### src/shared/fwsr_pkg.sv
// Shared constants and carrier types for the flash status polling controller.
package fwsr_pkg;

   localparam int CLK_MHZ    = 40;
   localparam int ACC_NS     = 70;
   localparam int ACC_CYC    = (ACC_NS * CLK_MHZ + 999) / 1000;
   localparam int SYNC_CYC   = 2;
   localparam logic [3:0] PULSE_CYC = 4'(ACC_CYC + SYNC_CYC);

   localparam int ADDR_W     = 22;
   localparam int DQ_W       = 16;
   localparam int APB_A_W    = 12;

   localparam logic [APB_A_W-1:0] OFS_CTRL  = 12'h000;
   localparam logic [APB_A_W-1:0] OFS_ADDR  = 12'h004;
   localparam logic [APB_A_W-1:0] OFS_EXP   = 12'h008;
   localparam logic [APB_A_W-1:0] OFS_STAT  = 12'h00C;
   localparam logic [APB_A_W-1:0] OFS_RDATA = 12'h010;

   localparam int CTRL_GO     = 0;
   localparam int CTRL_MODE   = 1;
   localparam int CTRL_ABORT  = 3;
   localparam int STAT_BUSY   = 0;
   localparam int STAT_DONE   = 1;
   localparam int STAT_FAIL   = 2;
   localparam int STAT_TMO    = 3;
   localparam int STAT_TOG2   = 4;
   localparam int STAT_RYBY   = 5;
   localparam int STAT_CYC    = 6;

   localparam int POLL_BIT    = 7;
   localparam int TOG1_BIT    = 6;
   localparam int TMO_BIT     = 5;
   localparam int TOG2_BIT    = 2;

   localparam logic [DQ_W-1:0] RESET_CMD = 16'h00F0;

   typedef enum logic [1:0] {
      MODE_DATA   = 2'b00,
      MODE_TOGGLE = 2'b01,
      MODE_READ   = 2'b10,
      MODE_RESET  = 2'b11
   } fwsr_mode_type;

   typedef struct packed {
      logic               psel;
      logic               penable;
      logic               pwrite;
      logic [APB_A_W-1:0] paddr;
      logic [31:0]        pwdata;
   } fwsr_apb_req_type;

   typedef struct packed {
      logic        pready;
      logic        pslverr;
      logic [31:0] prdata;
   } fwsr_apb_rsp_type;

   typedef struct packed {
      logic              ce_n;
      logic              oe_n;
      logic              we_n;
      logic [ADDR_W-1:0] addr;
      logic [DQ_W-1:0]   dq_out;
      logic              dq_oe;
   } fwsr_pins_type;

   localparam fwsr_pins_type PINS_IDLE = '{ce_n: 1'b1, oe_n: 1'b1, we_n: 1'b1,
                                          addr: '0, dq_out: '0, dq_oe: 1'b0};

   typedef struct packed {
      logic              req;
      logic              write;
      logic [ADDR_W-1:0] addr;
      logic [DQ_W-1:0]   wdata;
   } fwsr_cyc_req_type;

   typedef struct packed {
      logic            ack;
      logic [DQ_W-1:0] rdata;
   } fwsr_cyc_rsp_type;

endpackage

### src/hdl/fwsr_top.sv
// Host-side controller that runs flash data-polling and toggle-bit status algorithms.
//
// Behaviour
// - Host polls a program at the address being programmed.
// - Host polls an erase inside a sector selected for erasure.
// - Host takes the full data word only from a later read cycle.
// - Reads may be paced by output-enable or chip-select strobe.
// - Host reads at least twice and compares toggle bit; equal means done.
// - Toggling with timeout flag: recheck once; still toggling means fail, reset.
// - Host returning to toggle polling restarts the algorithm from the top.
// - Timeout flag seen in data polling: reread polling bit before failing.
module fwsr_top
   import fwsr_pkg::*;
(
   input  wire logic             CORE_CLK_IN,
   input  wire logic             RESET_N_IN,
   input  wire fwsr_apb_req_type APB_IN,
   output fwsr_apb_rsp_type      APB_OUT,
   output fwsr_pins_type         FLASH_OUT,
   input  wire logic [DQ_W-1:0]  FLASH_DQ_IN,
   input  wire logic             FLASH_RYBY_IN
);

   typedef enum logic [2:0] {
      S_IDLE   = 3'b000,
      S_POLL   = 3'b001,
      S_RECHK  = 3'b010,
      S_FINAL  = 3'b011,
      S_RSTCMD = 3'b100
   } fwsr_seq_type;

   typedef struct packed {
      fwsr_seq_type      st;
      fwsr_mode_type     mode;
      logic [ADDR_W-1:0] addr;
      logic [DQ_W-1:0]   expect_word;
      logic [DQ_W-1:0]   prev;
      logic              have_prev;
      logic              done;
      logic              fail;
      logic              tmo;
      logic              tog2;
      logic [DQ_W-1:0]   rdata;
      fwsr_cyc_req_type  cyc;
      fwsr_apb_rsp_type  apb;
      logic              ryby_s1;
      logic              ryby_s2;
   } fwsr_top_state_type;

   fwsr_top_state_type s;
   fwsr_top_state_type next_s;
   fwsr_cyc_rsp_type   eng_rsp;
   logic               got;
   logic               wr_take;
   logic [DQ_W-1:0]    word;

   function automatic logic reg_hit(input logic [APB_A_W-1:0] a);
      return (a == OFS_CTRL) || (a == OFS_ADDR) || (a == OFS_EXP) ||
             (a == OFS_STAT) || (a == OFS_RDATA);
   endfunction

   function automatic fwsr_cyc_req_type mk_req(input logic wr,
                                               input logic [ADDR_W-1:0] a,
                                               input logic [DQ_W-1:0] d);
      return '{req: 1'b1, write: wr, addr: a, wdata: d};
   endfunction

   function automatic logic [31:0] read_word(input logic [APB_A_W-1:0] a,
                                             input fwsr_top_state_type q);
      logic [31:0] r;
      r = 32'h0000_0000;
      case (a)
         OFS_CTRL:  r[CTRL_MODE +: 2] = q.mode;
         OFS_ADDR:  r[ADDR_W-1:0] = q.addr;
         OFS_EXP:   r[DQ_W-1:0] = q.expect_word;
         OFS_STAT: begin
            r[STAT_BUSY] = (q.st != S_IDLE);
            r[STAT_DONE] = q.done;
            r[STAT_FAIL] = q.fail;
            r[STAT_TMO]  = q.tmo;
            r[STAT_TOG2] = q.tog2;
            r[STAT_RYBY] = q.ryby_s2;
            r[STAT_CYC]  = q.cyc.req;
         end
         OFS_RDATA: r[DQ_W-1:0] = q.rdata;
         default:   r = 32'h0000_0000;
      endcase
      return r;
   endfunction

   assign got     = s.cyc.req && eng_rsp.ack;
   assign word    = eng_rsp.rdata;
   assign wr_take = APB_IN.psel && APB_IN.penable && APB_IN.pwrite && s.apb.pready;

   always_comb begin
      next_s             = s;
      next_s.apb.pready  = 1'b0;
      next_s.apb.pslverr = 1'b0;
      next_s.apb.prdata  = 32'h0000_0000;
      next_s.ryby_s1     = FLASH_RYBY_IN;
      next_s.ryby_s2     = s.ryby_s1;

      // One wait state gives a registered read word and a registered pready.
      if (APB_IN.psel && APB_IN.penable && !s.apb.pready) begin
         next_s.apb.pready  = 1'b1;
         next_s.apb.pslverr = !reg_hit(APB_IN.paddr);
         if (!APB_IN.pwrite) begin
            next_s.apb.prdata = read_word(APB_IN.paddr, s);
         end
      end

      if (got) begin
         next_s.cyc.req = 1'b0;
         case (s.st)
            S_POLL: begin
               if (s.mode == MODE_DATA) begin
                  if (word[POLL_BIT] == s.expect_word[POLL_BIT]) begin
                     next_s.st  = S_FINAL;
                     next_s.cyc = mk_req(1'b0, s.addr, '0);
                  end else if (word[TMO_BIT]) begin
                     // Polling bit and timeout flag may flip together, so look once more.
                     next_s.tmo = 1'b1;
                     next_s.st  = S_RECHK;
                     next_s.cyc = mk_req(1'b0, s.addr, '0);
                  end else begin
                     next_s.cyc = mk_req(1'b0, s.addr, '0);
                  end
               end else if (!s.have_prev) begin
                  next_s.prev      = word;
                  next_s.have_prev = 1'b1;
                  next_s.cyc       = mk_req(1'b0, s.addr, '0);
               end else if (word[TOG1_BIT] == s.prev[TOG1_BIT]) begin
                  next_s.st  = S_FINAL;
                  next_s.cyc = mk_req(1'b0, s.addr, '0);
               end else begin
                  next_s.prev = word;
                  next_s.tog2 = (word[TOG2_BIT] != s.prev[TOG2_BIT]);
                  if (word[TMO_BIT]) begin
                     next_s.tmo = 1'b1;
                     next_s.st  = S_RECHK;
                  end
                  next_s.cyc = mk_req(1'b0, s.addr, '0);
               end
            end
            S_RECHK: begin
               if ((s.mode == MODE_DATA) ? (word[POLL_BIT] == s.expect_word[POLL_BIT])
                                         : (word[TOG1_BIT] == s.prev[TOG1_BIT])) begin
                  next_s.st  = S_FINAL;
                  next_s.cyc = mk_req(1'b0, s.addr, '0);
               end else begin
                  next_s.fail = 1'b1;
                  next_s.st   = S_RSTCMD;
                  next_s.cyc  = mk_req(1'b1, s.addr, RESET_CMD);
               end
            end
            S_FINAL: begin
               // In the polling modes the word is taken only from a read after status said complete.
               next_s.rdata = word;
               next_s.done  = 1'b1;
               next_s.st    = S_IDLE;
            end
            S_RSTCMD: begin
               next_s.done = 1'b1;
               next_s.st   = S_IDLE;
            end
            default: next_s.st = S_IDLE;
         endcase
      end

      if (wr_take) begin
         case (APB_IN.paddr)
            OFS_CTRL: begin
               if (APB_IN.pwdata[CTRL_ABORT] && s.st != S_IDLE) begin
                  // A cycle already on the pins finishes and its answer is dropped.
                  next_s.st        = S_IDLE;
                  next_s.have_prev = 1'b0;
               end else if (APB_IN.pwdata[CTRL_GO] && s.st == S_IDLE && !s.cyc.req) begin
                  next_s.mode      = fwsr_mode_type'(APB_IN.pwdata[CTRL_MODE +: 2]);
                  next_s.done      = 1'b0;
                  next_s.fail      = 1'b0;
                  next_s.tmo       = 1'b0;
                  next_s.tog2      = 1'b0;
                  next_s.have_prev = 1'b0;
                  case (fwsr_mode_type'(APB_IN.pwdata[CTRL_MODE +: 2]))
                     MODE_READ: begin
                        next_s.st  = S_FINAL;
                        next_s.cyc = mk_req(1'b0, s.addr, '0);
                     end
                     MODE_RESET: begin
                        next_s.st  = S_RSTCMD;
                        next_s.cyc = mk_req(1'b1, s.addr, RESET_CMD);
                     end
                     default: begin
                        next_s.st  = S_POLL;
                        next_s.cyc = mk_req(1'b0, s.addr, '0);
                     end
                  endcase
               end
            end
            OFS_ADDR: begin
               if (s.st == S_IDLE) begin
                  next_s.addr = APB_IN.pwdata[ADDR_W-1:0];
               end
            end
            OFS_EXP: begin
               if (s.st == S_IDLE) begin
                  next_s.expect_word = APB_IN.pwdata[DQ_W-1:0];
               end
            end
            default: ;
         endcase
      end
   end

   always_ff @(posedge CORE_CLK_IN) begin
      if (!RESET_N_IN) begin
         s <= '0;
      end else begin
         s <= next_s;
      end
   end

   assign APB_OUT = s.apb;

   fwsr_cycle u_cycle (
      .clk_in   (CORE_CLK_IN),
      .rst_n_in (RESET_N_IN),
      .req_in   (s.cyc),
      .dq_in    (FLASH_DQ_IN),
      .rsp_out  (eng_rsp),
      .pins_out (FLASH_OUT)
   );
endmodule // fwsr_top

### src/hdl/fwsr_cycle.sv
// One read or write bus cycle on the flash pins, with data input synchroniser.
module fwsr_cycle
   import fwsr_pkg::*;
(
   input  wire logic              clk_in,
   input  wire logic              rst_n_in,
   input  wire fwsr_cyc_req_type  req_in,
   input  wire logic [DQ_W-1:0]   dq_in,
   output fwsr_cyc_rsp_type       rsp_out,
   output fwsr_pins_type          pins_out
);

   typedef enum logic [1:0] {
      E_IDLE  = 2'b00,
      E_SETUP = 2'b01,
      E_PULSE = 2'b10,
      E_REC   = 2'b11
   } fwsr_eng_type;

   typedef struct packed {
      fwsr_eng_type     st;
      logic [3:0]       cnt;
      logic [DQ_W-1:0]  sync1;
      logic [DQ_W-1:0]  sync2;
      fwsr_pins_type    pins;
      fwsr_cyc_rsp_type rsp;
   } fwsr_eng_state_type;

   fwsr_eng_state_type s;
   fwsr_eng_state_type next_s;

   always_comb begin
      next_s         = s;
      next_s.rsp.ack = 1'b0;
      next_s.sync1   = dq_in;
      next_s.sync2   = s.sync1;
      case (s.st)
         E_IDLE: begin
            if (req_in.req) begin
               next_s.st          = E_SETUP;
               next_s.pins.addr   = req_in.addr;
               next_s.pins.dq_out = req_in.wdata;
               next_s.pins.dq_oe  = req_in.write;
               next_s.pins.ce_n   = 1'b0;
            end
         end
         E_SETUP: begin
            next_s.st  = E_PULSE;
            next_s.cnt = PULSE_CYC;
            if (s.pins.dq_oe) begin
               next_s.pins.we_n = 1'b0;
            end else begin
               next_s.pins.oe_n = 1'b0;
            end
         end
         E_PULSE: begin
            if (s.cnt == 4'h1) begin
               // Every read ends with both strobes high so the device sees one completed cycle.
               next_s.st        = E_REC;
               next_s.pins.ce_n = 1'b1;
               next_s.pins.oe_n = 1'b1;
               next_s.pins.we_n = 1'b1;
               next_s.rsp.ack   = 1'b1;
               next_s.rsp.rdata = s.sync2;
            end else begin
               next_s.cnt = s.cnt - 4'h1;
            end
         end
         E_REC: begin
            // Write data stays driven one cycle past the write strobe for hold time.
            next_s.st         = E_IDLE;
            next_s.pins.dq_oe = 1'b0;
         end
         default: next_s.st = E_IDLE;
      endcase
   end

   always_ff @(posedge clk_in) begin
      if (!rst_n_in) begin
         s <= '{st: E_IDLE, cnt: '0, sync1: '0, sync2: '0, pins: PINS_IDLE, rsp: '0};
      end else begin
         s <= next_s;
      end
   end

   assign rsp_out  = s.rsp;
   assign pins_out = s.pins;
endmodule // fwsr_cycle

### config.mk
export PLATFORM = sky130hd
export DESIGN_NAME = fwsr_top
export DESIGN_NICKNAME = d
export VERILOG_FILES = /design/src/shared/fwsr_pkg.sv /design/src/hdl/fwsr_top.sv /design/src/hdl/fwsr_cycle.sv
export SDC_FILE = /design/constraint.sdc
export NUM_CORES = 1
export LEC_CHECK = 0
export ABC_AREA = 0
export BUFFER_PORTS_ARGS = -buffer_cell sky130_fd_sc_hd__buf_2
export CAP_MARGIN = 30
export CORE_MARGIN = 4
export CORE_UTILIZATION = 55
export CTS_CLUSTER_SIZE = 20
export DETAILED_ROUTE_END_ITERATION = 10
export HOLD_SLACK_MARGIN = 0.05
export PLACE_DENSITY = 0.78
export SETUP_SLACK_MARGIN = 0.3
export SLEW_MARGIN = 5
export SYNTH_ARGS = -nofsm -noshare
export SYNTH_HDL_FRONTEND = slang
export SYNTH_SLANG_ARGS = --single-unit
### constraint.sdc
create_clock -name CORE_CLK_IN -period 2.81 [get_ports CORE_CLK_IN]
set_input_delay 0.7025 -clock CORE_CLK_IN [delete_from_list [all_inputs] [get_ports CORE_CLK_IN]]
set_output_delay 0.7025 -clock CORE_CLK_IN [all_outputs]
set_load 0.005 [all_outputs]
==> results.json, run 1 <==
{
  "outcome": "finished clean",
  "top_layer_used": "met4",
  "hold_viol": 0,
  "synth_cells": 991,
  "cp_max_fo": 20,
  "insertion_delay_ns": 0.50,
  "async_flop_share_pct": 0,
  "maxCapViolCount": 0,
  "worstSetupStartpointType": "input pin",
  "cts-resized-gates": 0,
  "wl_per_cell_um": 14.5,
  "cts_max_path_buffers": 3,
  "slew_violations": 0,
  "ys_types": 55,
  "place.gp.congestion": 0.879,
  "postRouteAntennaNets": 0,
  "grt_max_degree": 66,
  "slew_headroom_pct": 56.3,
  "pre_cts_ws_ns": 0.174,
  "hold_class": "in2reg",
  "clkTransAtPathRegs_ns": 0.06,
  "dp.final_hpwl_um": 12300,
  "ys_warn_count": 0,
  "netlist_area_um2": 9180,
  "track_usage_pct": 19.0,
  "synth_edf_count": 0,
  "cts.sinks": 229,
  "root_buffer": "clkbuf_16",
  "die_area_um2": 18800,
  "die_y_um": 137,
  "ys_ff_latch": 229,
  "fin_setup_tns_ns": 0,
  "postCtsHoldBufs": 0,
  "drt_first_pass_iters": 7,
  "setup_viol": 0,
  "top_level_ports": 142,
  "setup_ws_ns": 0.674,
  "drcViolationCount": 0,
  "cts_setup_buffers": 0,
  "p_leak_uw": 0.00420,
  "num_vias": 6481,
  "grt_overflow_total": 0,
  "fillers": 1329,
  "grt_pass1_vias": 5864,
  "end_kind": "flip-flop",
  "powerDensity_nw_per_um2": 673,
  "crit_type": "in2reg",
  "final_layout_size_suffix_gt1_share_pct": 19.3,
  "fin_crit_ns": 2.14,
  "worstMarginPinSlew_ns": 0.653,
  "skew_ns": 0.00788,
  "via_per_inst": 5.10,
  "rsz0062_at_grt": "false",
  "antenna_found_initial": 2,
  "nNetsFinal": 1109,
  "ys_seq_area_share_pct": 50.0,
  "syn2layout_area_growth_pct": 12.5,
  "met3_length_um": 1370,
  "timing.fmax_mhz": 468,
  "core_um2": 16100,
  "peakVddDrop_v": 0.000459,
  "drtIter0Drc": 365,
  "wl_met1_um": 8570,
  "synth_ff_type": "dfxtp_1",
  "num_rows": 46,
  "wl_um": 18500,
  "fin_crit_sh_pct": 76.0,
  "floorplan.initialDensity_pct": 56.9,
  "portBuffers": 121,
  "cp_data_required_time_ns": 3.24,
  "h-tree-depth": 1,
  "critPathArrivalTime_ns": 2.57,
  "die_x_um": 137,
  "grt_pass1_wl_um": 29100,
  "cts_tree": "built",
  "cts_buffers": 24,
  "wl_met2_um": 8110,
  "avgSynthCellArea_um2": 9.26
}
Yosys cell counts, types with 2 or more instances:
master | number | share of area (%)
buf_6 | 2 | 0.25
or3_1 | 3 | 0.20
o21ai_0 | 10 | 0.55
o211a_1 | 2 | 0.22
a222oi_1 | 14 | 1.5
nand2b_1 | 4 | 0.27
a21boi_1 | 27 | 2.2
nor4_1 | 2 | 0.14
mux2i_1 | 30 | 3.3
o221a_2 | 2 | 0.25
nor3b_1 | 3 | 0.25
and2_1 | 51 | 3.5
xor2_1 | 3 | 0.29
inv_1 | 8 | 0.33
dfxtp_1 | 229 | 50
mux2_2 | 6 | 0.74
nor4_4 | 2 | 0.46
and3b_1 | 2 | 0.19
ha_1 | 6 | 0.82
nor3_1 | 7 | 0.38
nand3_1 | 18 | 0.98
buf_4 | 81 | 6.6
nor2b_1 | 33 | 2.2
a21oi_1 | 10 | 0.55
and3_1 | 7 | 0.48
a22oi_1 | 5 | 0.41
a21boi_0 | 89 | 7.3
nor2_1 | 34 | 1.4
nand4b_1 | 4 | 0.38
buf_2 | 7 | 0.38
o211ai_1 | 2 | 0.16
clkbuf_1 | 44 | 1.8
nand2_1 | 219 | 9.0
a31oi_1 | 4 | 0.27
layer usage:
| metal | track usage (%) | up-vias |
|---|---|---|
| met5 | 0 | - |
| met4 | 5.82 | 0 |
| met3 | 3.27 | 30 |
| met2 | 29.7 | 208 |
| met1 | 26.8 | 2929 |
| li1 | - | 3314 |
registers in the layout, indices dropped and copies added, names as in the netlist:
register          count
s                   107
u_cycle.pins_out     42
APB_OUT              24
u_cycle.s            22
u_cycle.rsp_out      17
u_cycle.next_s       16
next_s                1
placed cells by master (no fill, tap or decap), types with 3 or more instances in the layout:
master	instances
a21boi_0	89
buf_4	22
or3_1	3
nand3_1	18
a21boi_1	27
ha_1	6
o21ai_0	10
nor3b_1	3
nor3_1	7
nand4b_1	4
and2_1	51
and3_1	7
buf_12	4
clkbuf_16	25
dfxtp_1	229
inv_1	8
buf_2	120
clkbuf_8	6
a22oi_1	5
a222oi_1	14
a31oi_1	4
nand2b_1	4
mux2_2	6
xor2_1	3
mux2i_1	30
nand2_1	219
clkbuf_1	7
nor2b_1	33
nor2_1	34
conb_1	10
a21oi_1	9
worst max-delay path, stage by stage:
cell and delay, ns:
buf_2 0.10, or4_4 0.57, or3_4 0.41, nor4b_4 0.33
buf_12 0.21, a22oi_1 0.09, a21oi_1 0.16
cell type report:
type | count | area (um2) | area share [%]
antenna | 2 | 5.00 | 0.0485
sequential | 229 | 4580 | 44.4
multi-input combinational | 628 | 3770 | 36.5
tap | 216 | 270 | 2.62
timing repair buffer | 146 | 846 | 8.19
inverter | 8 | 30.0 | 0.291
clock inverter | 5 | 83.8 | 0.812
clock buffer | 38 | 734 | 7.11
kinds of logic after synthesis:
family	synth area share, %
AO/OA/AOI/OAI	14.3
XOR/XNOR	0.382
adder cells (fa/ha/maj)	0.818
buffers and inverters	9.42
flip-flops	50.0
multiplexers	4.01
other	0.0409
AND/OR/NAND/NOR	21.1
final timing paths:
path,startpoint,to,slack [ns],depth (start not counted)
worst max-delay path,APB_IN[42],APB_OUT[1],0.67,7
worst min-delay path,FLASH_DQ_IN[13],u_cycle.next_s[72],0.40,2
worst max register to register,s[153],s[153],0.73,6
worst min register to register,u_cycle.next_s[61],u_cycle.s[61],0.42,1
per-stage QoR:
step | total power (uW) | area (um2) | utilization, % | hold WS (ns) | instances
2_1_floorplan | 3720 | 9210 | - | 0.412 | 1000
3_3_place_gp | 3810 | 9500 | 59.0 | 0.416 | 1227
3_5_place_dp | 3820 | 9500 | 59.0 | 0.418 | 1227
4_1_cts | 7020 | 10300 | 64.0 | 0.388 | 1270
5_1_grt | 7200 | 10300 | 64.1 | 0.392 | 1272
6_report | 6950 | 10300 | 64.1 | 0.404 | 1272
power breakdown:
| part | switching [uW] | internal [uW] | leakage, uW |
|---|---|---|---|
| clock network | 1220 | 1980 | 0.000398 |
| logic | 214 | 184 | 0.00195 |
| registers | 44.5 | 3310 | 0.00185 |
| total | 1480 | 5470 | 0.00420 |
(Power assumes the default switching activity.)
==> run 2: changes to the inputs <==
clock period = 2.15 ns   (was 2.81 ns; I/O delays follow)
==> results.json, run 2 (same netlist as run 1, synthesis figures left out) <==
{
  "cts_tree": "built",
  "grt_overflow_total": 0,
  "holdPathStages": 2,
  "antenna_found_initial": 2,
  "track_usage_pct": 19.7,
  "wl_um": 18900,
  "maxCapViolCount": 0,
  "postRouteAntennaNets": 0,
  "wl_per_cell_um": 14.7,
  "num_rows": 46,
  "worstSetupStartpointType": "input pin",
  "grt_pass1_vias": 6152,
  "slew_violations": 0,
  "rsz0062_at_grt": "true",
  "worstMarginPinSlew_ns": 0.626,
  "drcViolationCount": 0,
  "fin_crit_ns": 1.99,
  "timing.fmax_mhz": 503,
  "root_buffer": "clkbuf_16",
  "cp_data_required_time_ns": 2.57,
  "die_area_um2": 18800,
  "die_x_um": 137,
  "drt_first_pass_iters": 6,
  "final_layout_size_suffix_gt1_share_pct": 24.9,
  "dp.final_hpwl_um": 12500,
  "reg2reg_slack_ns": 0.26,
  "final_common_cell": "dfxtp_1",
  "portBuffers": 121,
  "via_per_inst": 5.14,
  "largest_reg_flops": 107,
  "reg2reg_from": "s[153]",
  "core_um2": 16100,
  "cts.sinks": 229,
  "slew_headroom_pct": 58.3,
  "cts_buffers": 23,
  "outcome": "finished clean",
  "cp-startpoint": "APB_IN[42]",
  "nNetsFinal": 1133,
  "grt_max_degree": 103,
  "grt_pass1_wl_um": 30400,
  "cts_max_path_buffers": 3,
  "top_level_ports": 142,
  "critPathArrivalTime_ns": 2.41,
  "floorplan.initialDensity_pct": 56.9,
  "hold_class": "in2reg",
  "largest-register": "s",
  "syn2layout_area_growth_pct": 16.4,
  "place.gp.congestion": 0.826,
  "r2r_cells": 6,
  "crit_type": "in2reg",
  "p_leak_uw": 0.00437,
  "peakVddDrop_v": 0.000552,
  "end_kind": "flip-flop",
  "drtIter0Drc": 426,
  "most-common-layout-cells": "dfxtp_1 (225), nand2_1 (213), buf_2 (119)",
  "crit_end": "APB_OUT[2]",
  "h-tree-depth": 1,
  "fin_crit_sh_pct": 92.4,
  "postCtsHoldBufs": 0,
  "cp_max_fo": 10,
  "worst_hold_slack_ns": 0.242,
  "hold_viol": 0,
  "worstReg2RegEnd": "s[153]",
  "clkTransAtPathRegs_ns": 0.06,
  "final_cell_count_no_fill": 1292,
  "setup_viol": 0,
  "powerDensity_nw_per_um2": 811,
  "die_y_um": 137,
  "num_vias": 6637,
  "insertion_delay_ns": 0.50,
  "skew_ns": 0.0147,
  "dp.cells": 1241
}
-- run 2: changes by cell type in the layout (fill, tap and decap cells not counted), moves of 10 or more --
cell      delta
a21boi_0    -15
a21boi_1    +13
and2_1      -12
and2_4      +12
buf_4       +10
buf_6       +11
-- run 2: report_power, final --
part | leakage, uW | internal [uW] | total, uW | switching, uW
clock network | 0.000349 | 2170 | 3730 | 1560
registers | 0.00185 | 4330 | 4380 | 57.4
logic | 0.00217 | 259 | 550 | 290
total | 0.00437 | 6750 | 8660 | 1910
-- run 2: layout make-up --
class	instances	area [um2]
Antenna cell	1	2.50
Clock buffer	34	677
Clock inverter	5	31.3
Fill cell	1269	5440
Inverter	8	30.0
Multi-Input combinational cell	628	3930
Sequential cell	229	4590
Tap cell	216	270
Timing Repair Buffer	171	1150
-- run 2: worst min path at each step --
stage / from / endpoint
4_1_cts: FLASH_DQ_IN[1] / u_cycle.next_s[60]
5_1_grt: FLASH_DQ_IN[8] / u_cycle.next_s[67]
3_3_place_gp: u_cycle.next_s[60] / u_cycle.s[60]
3_5_place_dp: u_cycle.next_s[73] / u_cycle.s[73]
6_report: FLASH_DQ_IN[11] / u_cycle.next_s[70]
2_1_floorplan: next_s[0] / s[0]
-- run 2: what timing repair did --
action / 4_1_cts / 5_1_grt
resized for setup: 15 / 46
pin swaps: 1 / 8
setup endpoints to repair: 82 / 128
cloned: 1 / 0
setup buffers: 5 / 5
-- run 2: through the flow --
step                      power [uW]  worst slack (ns)  TNS (ns)  util, %  cell area [um2]
after floorplan                 4870           -0.0895     -2.03        -             9280
after global placement          4990            -0.292    -22.83     60.1             9680
after detailed placement        5000            -0.323    -25.82     60.1             9680
after CTS                       8720             0.207         0     65.2            10500
after global routing            8970             0.123         0     66.3            10700
final                           8660             0.164         0     66.3            10700
-- run 2: routing by layer --
layer	vias up	routed length (um)	GRT usage, %
li1	3355	-	-
met1	3034	8550	27.1
met2	200	8510	31.9
met3	44	1380	3.82
met4	4	476	5.16
met5	-	20	0
-- run 2: critical path: stages --
cell     delay [ns]
buf_6          0.09
or4_4          0.59
or3_4          0.42
nor4b_4        0.35
buf_6          0.20
a22oi_1        0.07
a21oi_1        0.16
==> run 3: changes to the inputs <==
GPL_TIMING_DRIVEN = 0   (was not set)
==> results.json, run 3 (same netlist as run 1, synthesis figures left out) <==
{
  "end_kind": "flip-flop",
  "top_layer_used": "met5",
  "dp.cells": 1337,
  "drt_first_pass_iters": 8,
  "largest-register": "s",
  "cts_max_path_buffers": 3,
  "final_cell_area_um2": 11800,
  "power_uw": 9320,
  "grt_pass1_wl_um": 34600,
  "floorplan.initialDensity_pct": 56.9,
  "place.gp.congestion": 0.880,
  "num_rows": 46,
  "track_usage_pct": 23.3,
  "wl_um": 22900,
  "cp_max_fo": 8,
  "via_per_inst": 5.17,
  "clkTransAtPathRegs_ns": 0.06,
  "insertion_delay_ns": 0.51,
  "postPlaceCellArea_um2": 10200,
  "final_layout_size_suffix_gt1_share_pct": 31.6,
  "skew_ns": 0.0164,
  "die_x_um": 137,
  "top_level_ports": 142,
  "cp_data_required_time_ns": 2.56,
  "cts_tree": "built",
  "setup_viol": 0,
  "fin_crit_sh_pct": 93.8,
  "die_area_um2": 18800,
  "postRouteAntennaNets": 0,
  "root_buffer": "clkbuf_16",
  "worstMarginPinSlew_ns": 0.702,
  "timing.fmax_mhz": 496,
  "syn2layout_area_growth_pct": 28.4,
  "h-tree-depth": 1,
  "wl_met2_um": 10900,
  "seq_area_um2": 4590,
  "antenna_found_initial": 4,
  "outcome": "finished clean",
  "final_common_cell": "dfxtp_1",
  "wl_met1_um": 9580,
  "critPathArrivalTime_ns": 2.43,
  "grt_overflow_total": 0,
  "met3_length_um": 1490,
  "peakVddDrop_v": 0.000664,
  "portBuffers": 121,
  "rsz0062_at_grt": "true",
  "final_cell_count_no_fill": 1414,
  "wl_per_cell_um": 16.2,
  "hold_class": "in2reg",
  "die_y_um": 137,
  "maxCapViolCount": 0,
  "most-common-layout-cells": "dfxtp_1 (226), nand2_1 (213), buf_2 (121)",
  "largest_reg_flops": 107,
  "dp.final_hpwl_um": 15100,
  "worstSetupStartpointType": "input pin",
  "grt_pass1_vias": 6868,
  "nNetsFinal": 1253,
  "cts.sinks": 229,
  "cts_buffers": 23,
  "num_vias": 7312,
  "num_antenna_cells": 0,
  "drtIter0Drc": 532,
  "grt_max_degree": 15,
  "powerDensity_nw_per_um2": 791,
  "crit_type": "in2reg",
  "core_um2": 16100,
  "fillers": 1140,
  "slew_violations": 0,
  "multi_input_area_um2": 4050,
  "fin_crit_ns": 2.02,
  "drcViolationCount": 0,
  "slew_headroom_pct": 53.2,
  "p_leak_uw": 0.00500,
  "hold_viol": 0
}
-- run 3: cell types whose count changed in the layout (fill, tap and decap cells not counted), moves of 6 or more --
cell | previous run | this run
and2_1 | 39 | 50
clkbuf_2 | 0 | 10
buf_4 | 32 | 90
a21boi_2 | 2 | 8
clkbuf_1 | 5 | 26
and2_4 | 12 | 1
buf_6 | 11 | 26
-- run 3: metal layers --
| layer | global-route usage (%) | up-vias |
|---|---|---|
| li1 | - | 3608 |
| met1 | 29.2 | 3368 |
| met2 | 39.9 | 263 |
| met3 | 4.04 | 65 |
| met4 | 9.42 | 8 |
| met5 | 0 | - |
-- run 3: layout make-up --
type                            instances  area share [%]
Buffer                                135            8.53
Clock buffer                           30            5.53
Clock inverter                         12            1.41
Inverter                                8           0.255
Multi-Input combinational cell        628            34.3
Sequential cell                       229            38.9
Tap cell                              216            2.29
Timing Repair Buffer                  156            8.72
-- run 3: repair_timing --
item                       CTS  global route
gates resized for setup     80            73
buffers inserted            22             6
pin swaps                   28            33
cloned                       6             1
setup endpoints to repair  157           151
hold buffers                 0             0
-- run 3: per-stage QoR --
step	setup slack, ns	setup TNS [ns]	hold slack [ns]	util [%]
final	0.133	0	0.242	73.1
after global routing	0.0964	0	0.228	73.1
after CTS	0.198	0	0.224	71.7
after detailed placement	-0.610	-43.29	0.417	63.0
after global placement	-0.543	-36.38	0.416	63.0
after floorplan	-0.0895	-2.03	0.412	-
-- run 3: path summary, 6_finish.rpt --
path                       from                 end  slack [ns]  cells after the start
min             FLASH_DQ_IN[10]  u_cycle.next_s[69]        0.24                      2
min reg2reg  u_cycle.next_s[59]       u_cycle.s[59]        0.43                      1
max                  APB_IN[32]          APB_OUT[2]        0.13                      7
max reg2reg              s[154]              s[130]        0.17                      8
-- run 3: critical path, cell delays in order --
cell and delay [ns]:
buf_6 0.09, or4_4 0.58, or3_4 0.45, nor4b_4 0.28
buf_6 0.19, a22oi_2 0.08, a21oi_2 0.21
-- run 3: power by group --
part	internal, uW	switching (uW)	leakage (uW)
combinational	316	357	0.00274
sequential	4320	57.6	0.00185
clock	2620	1650	0.000406
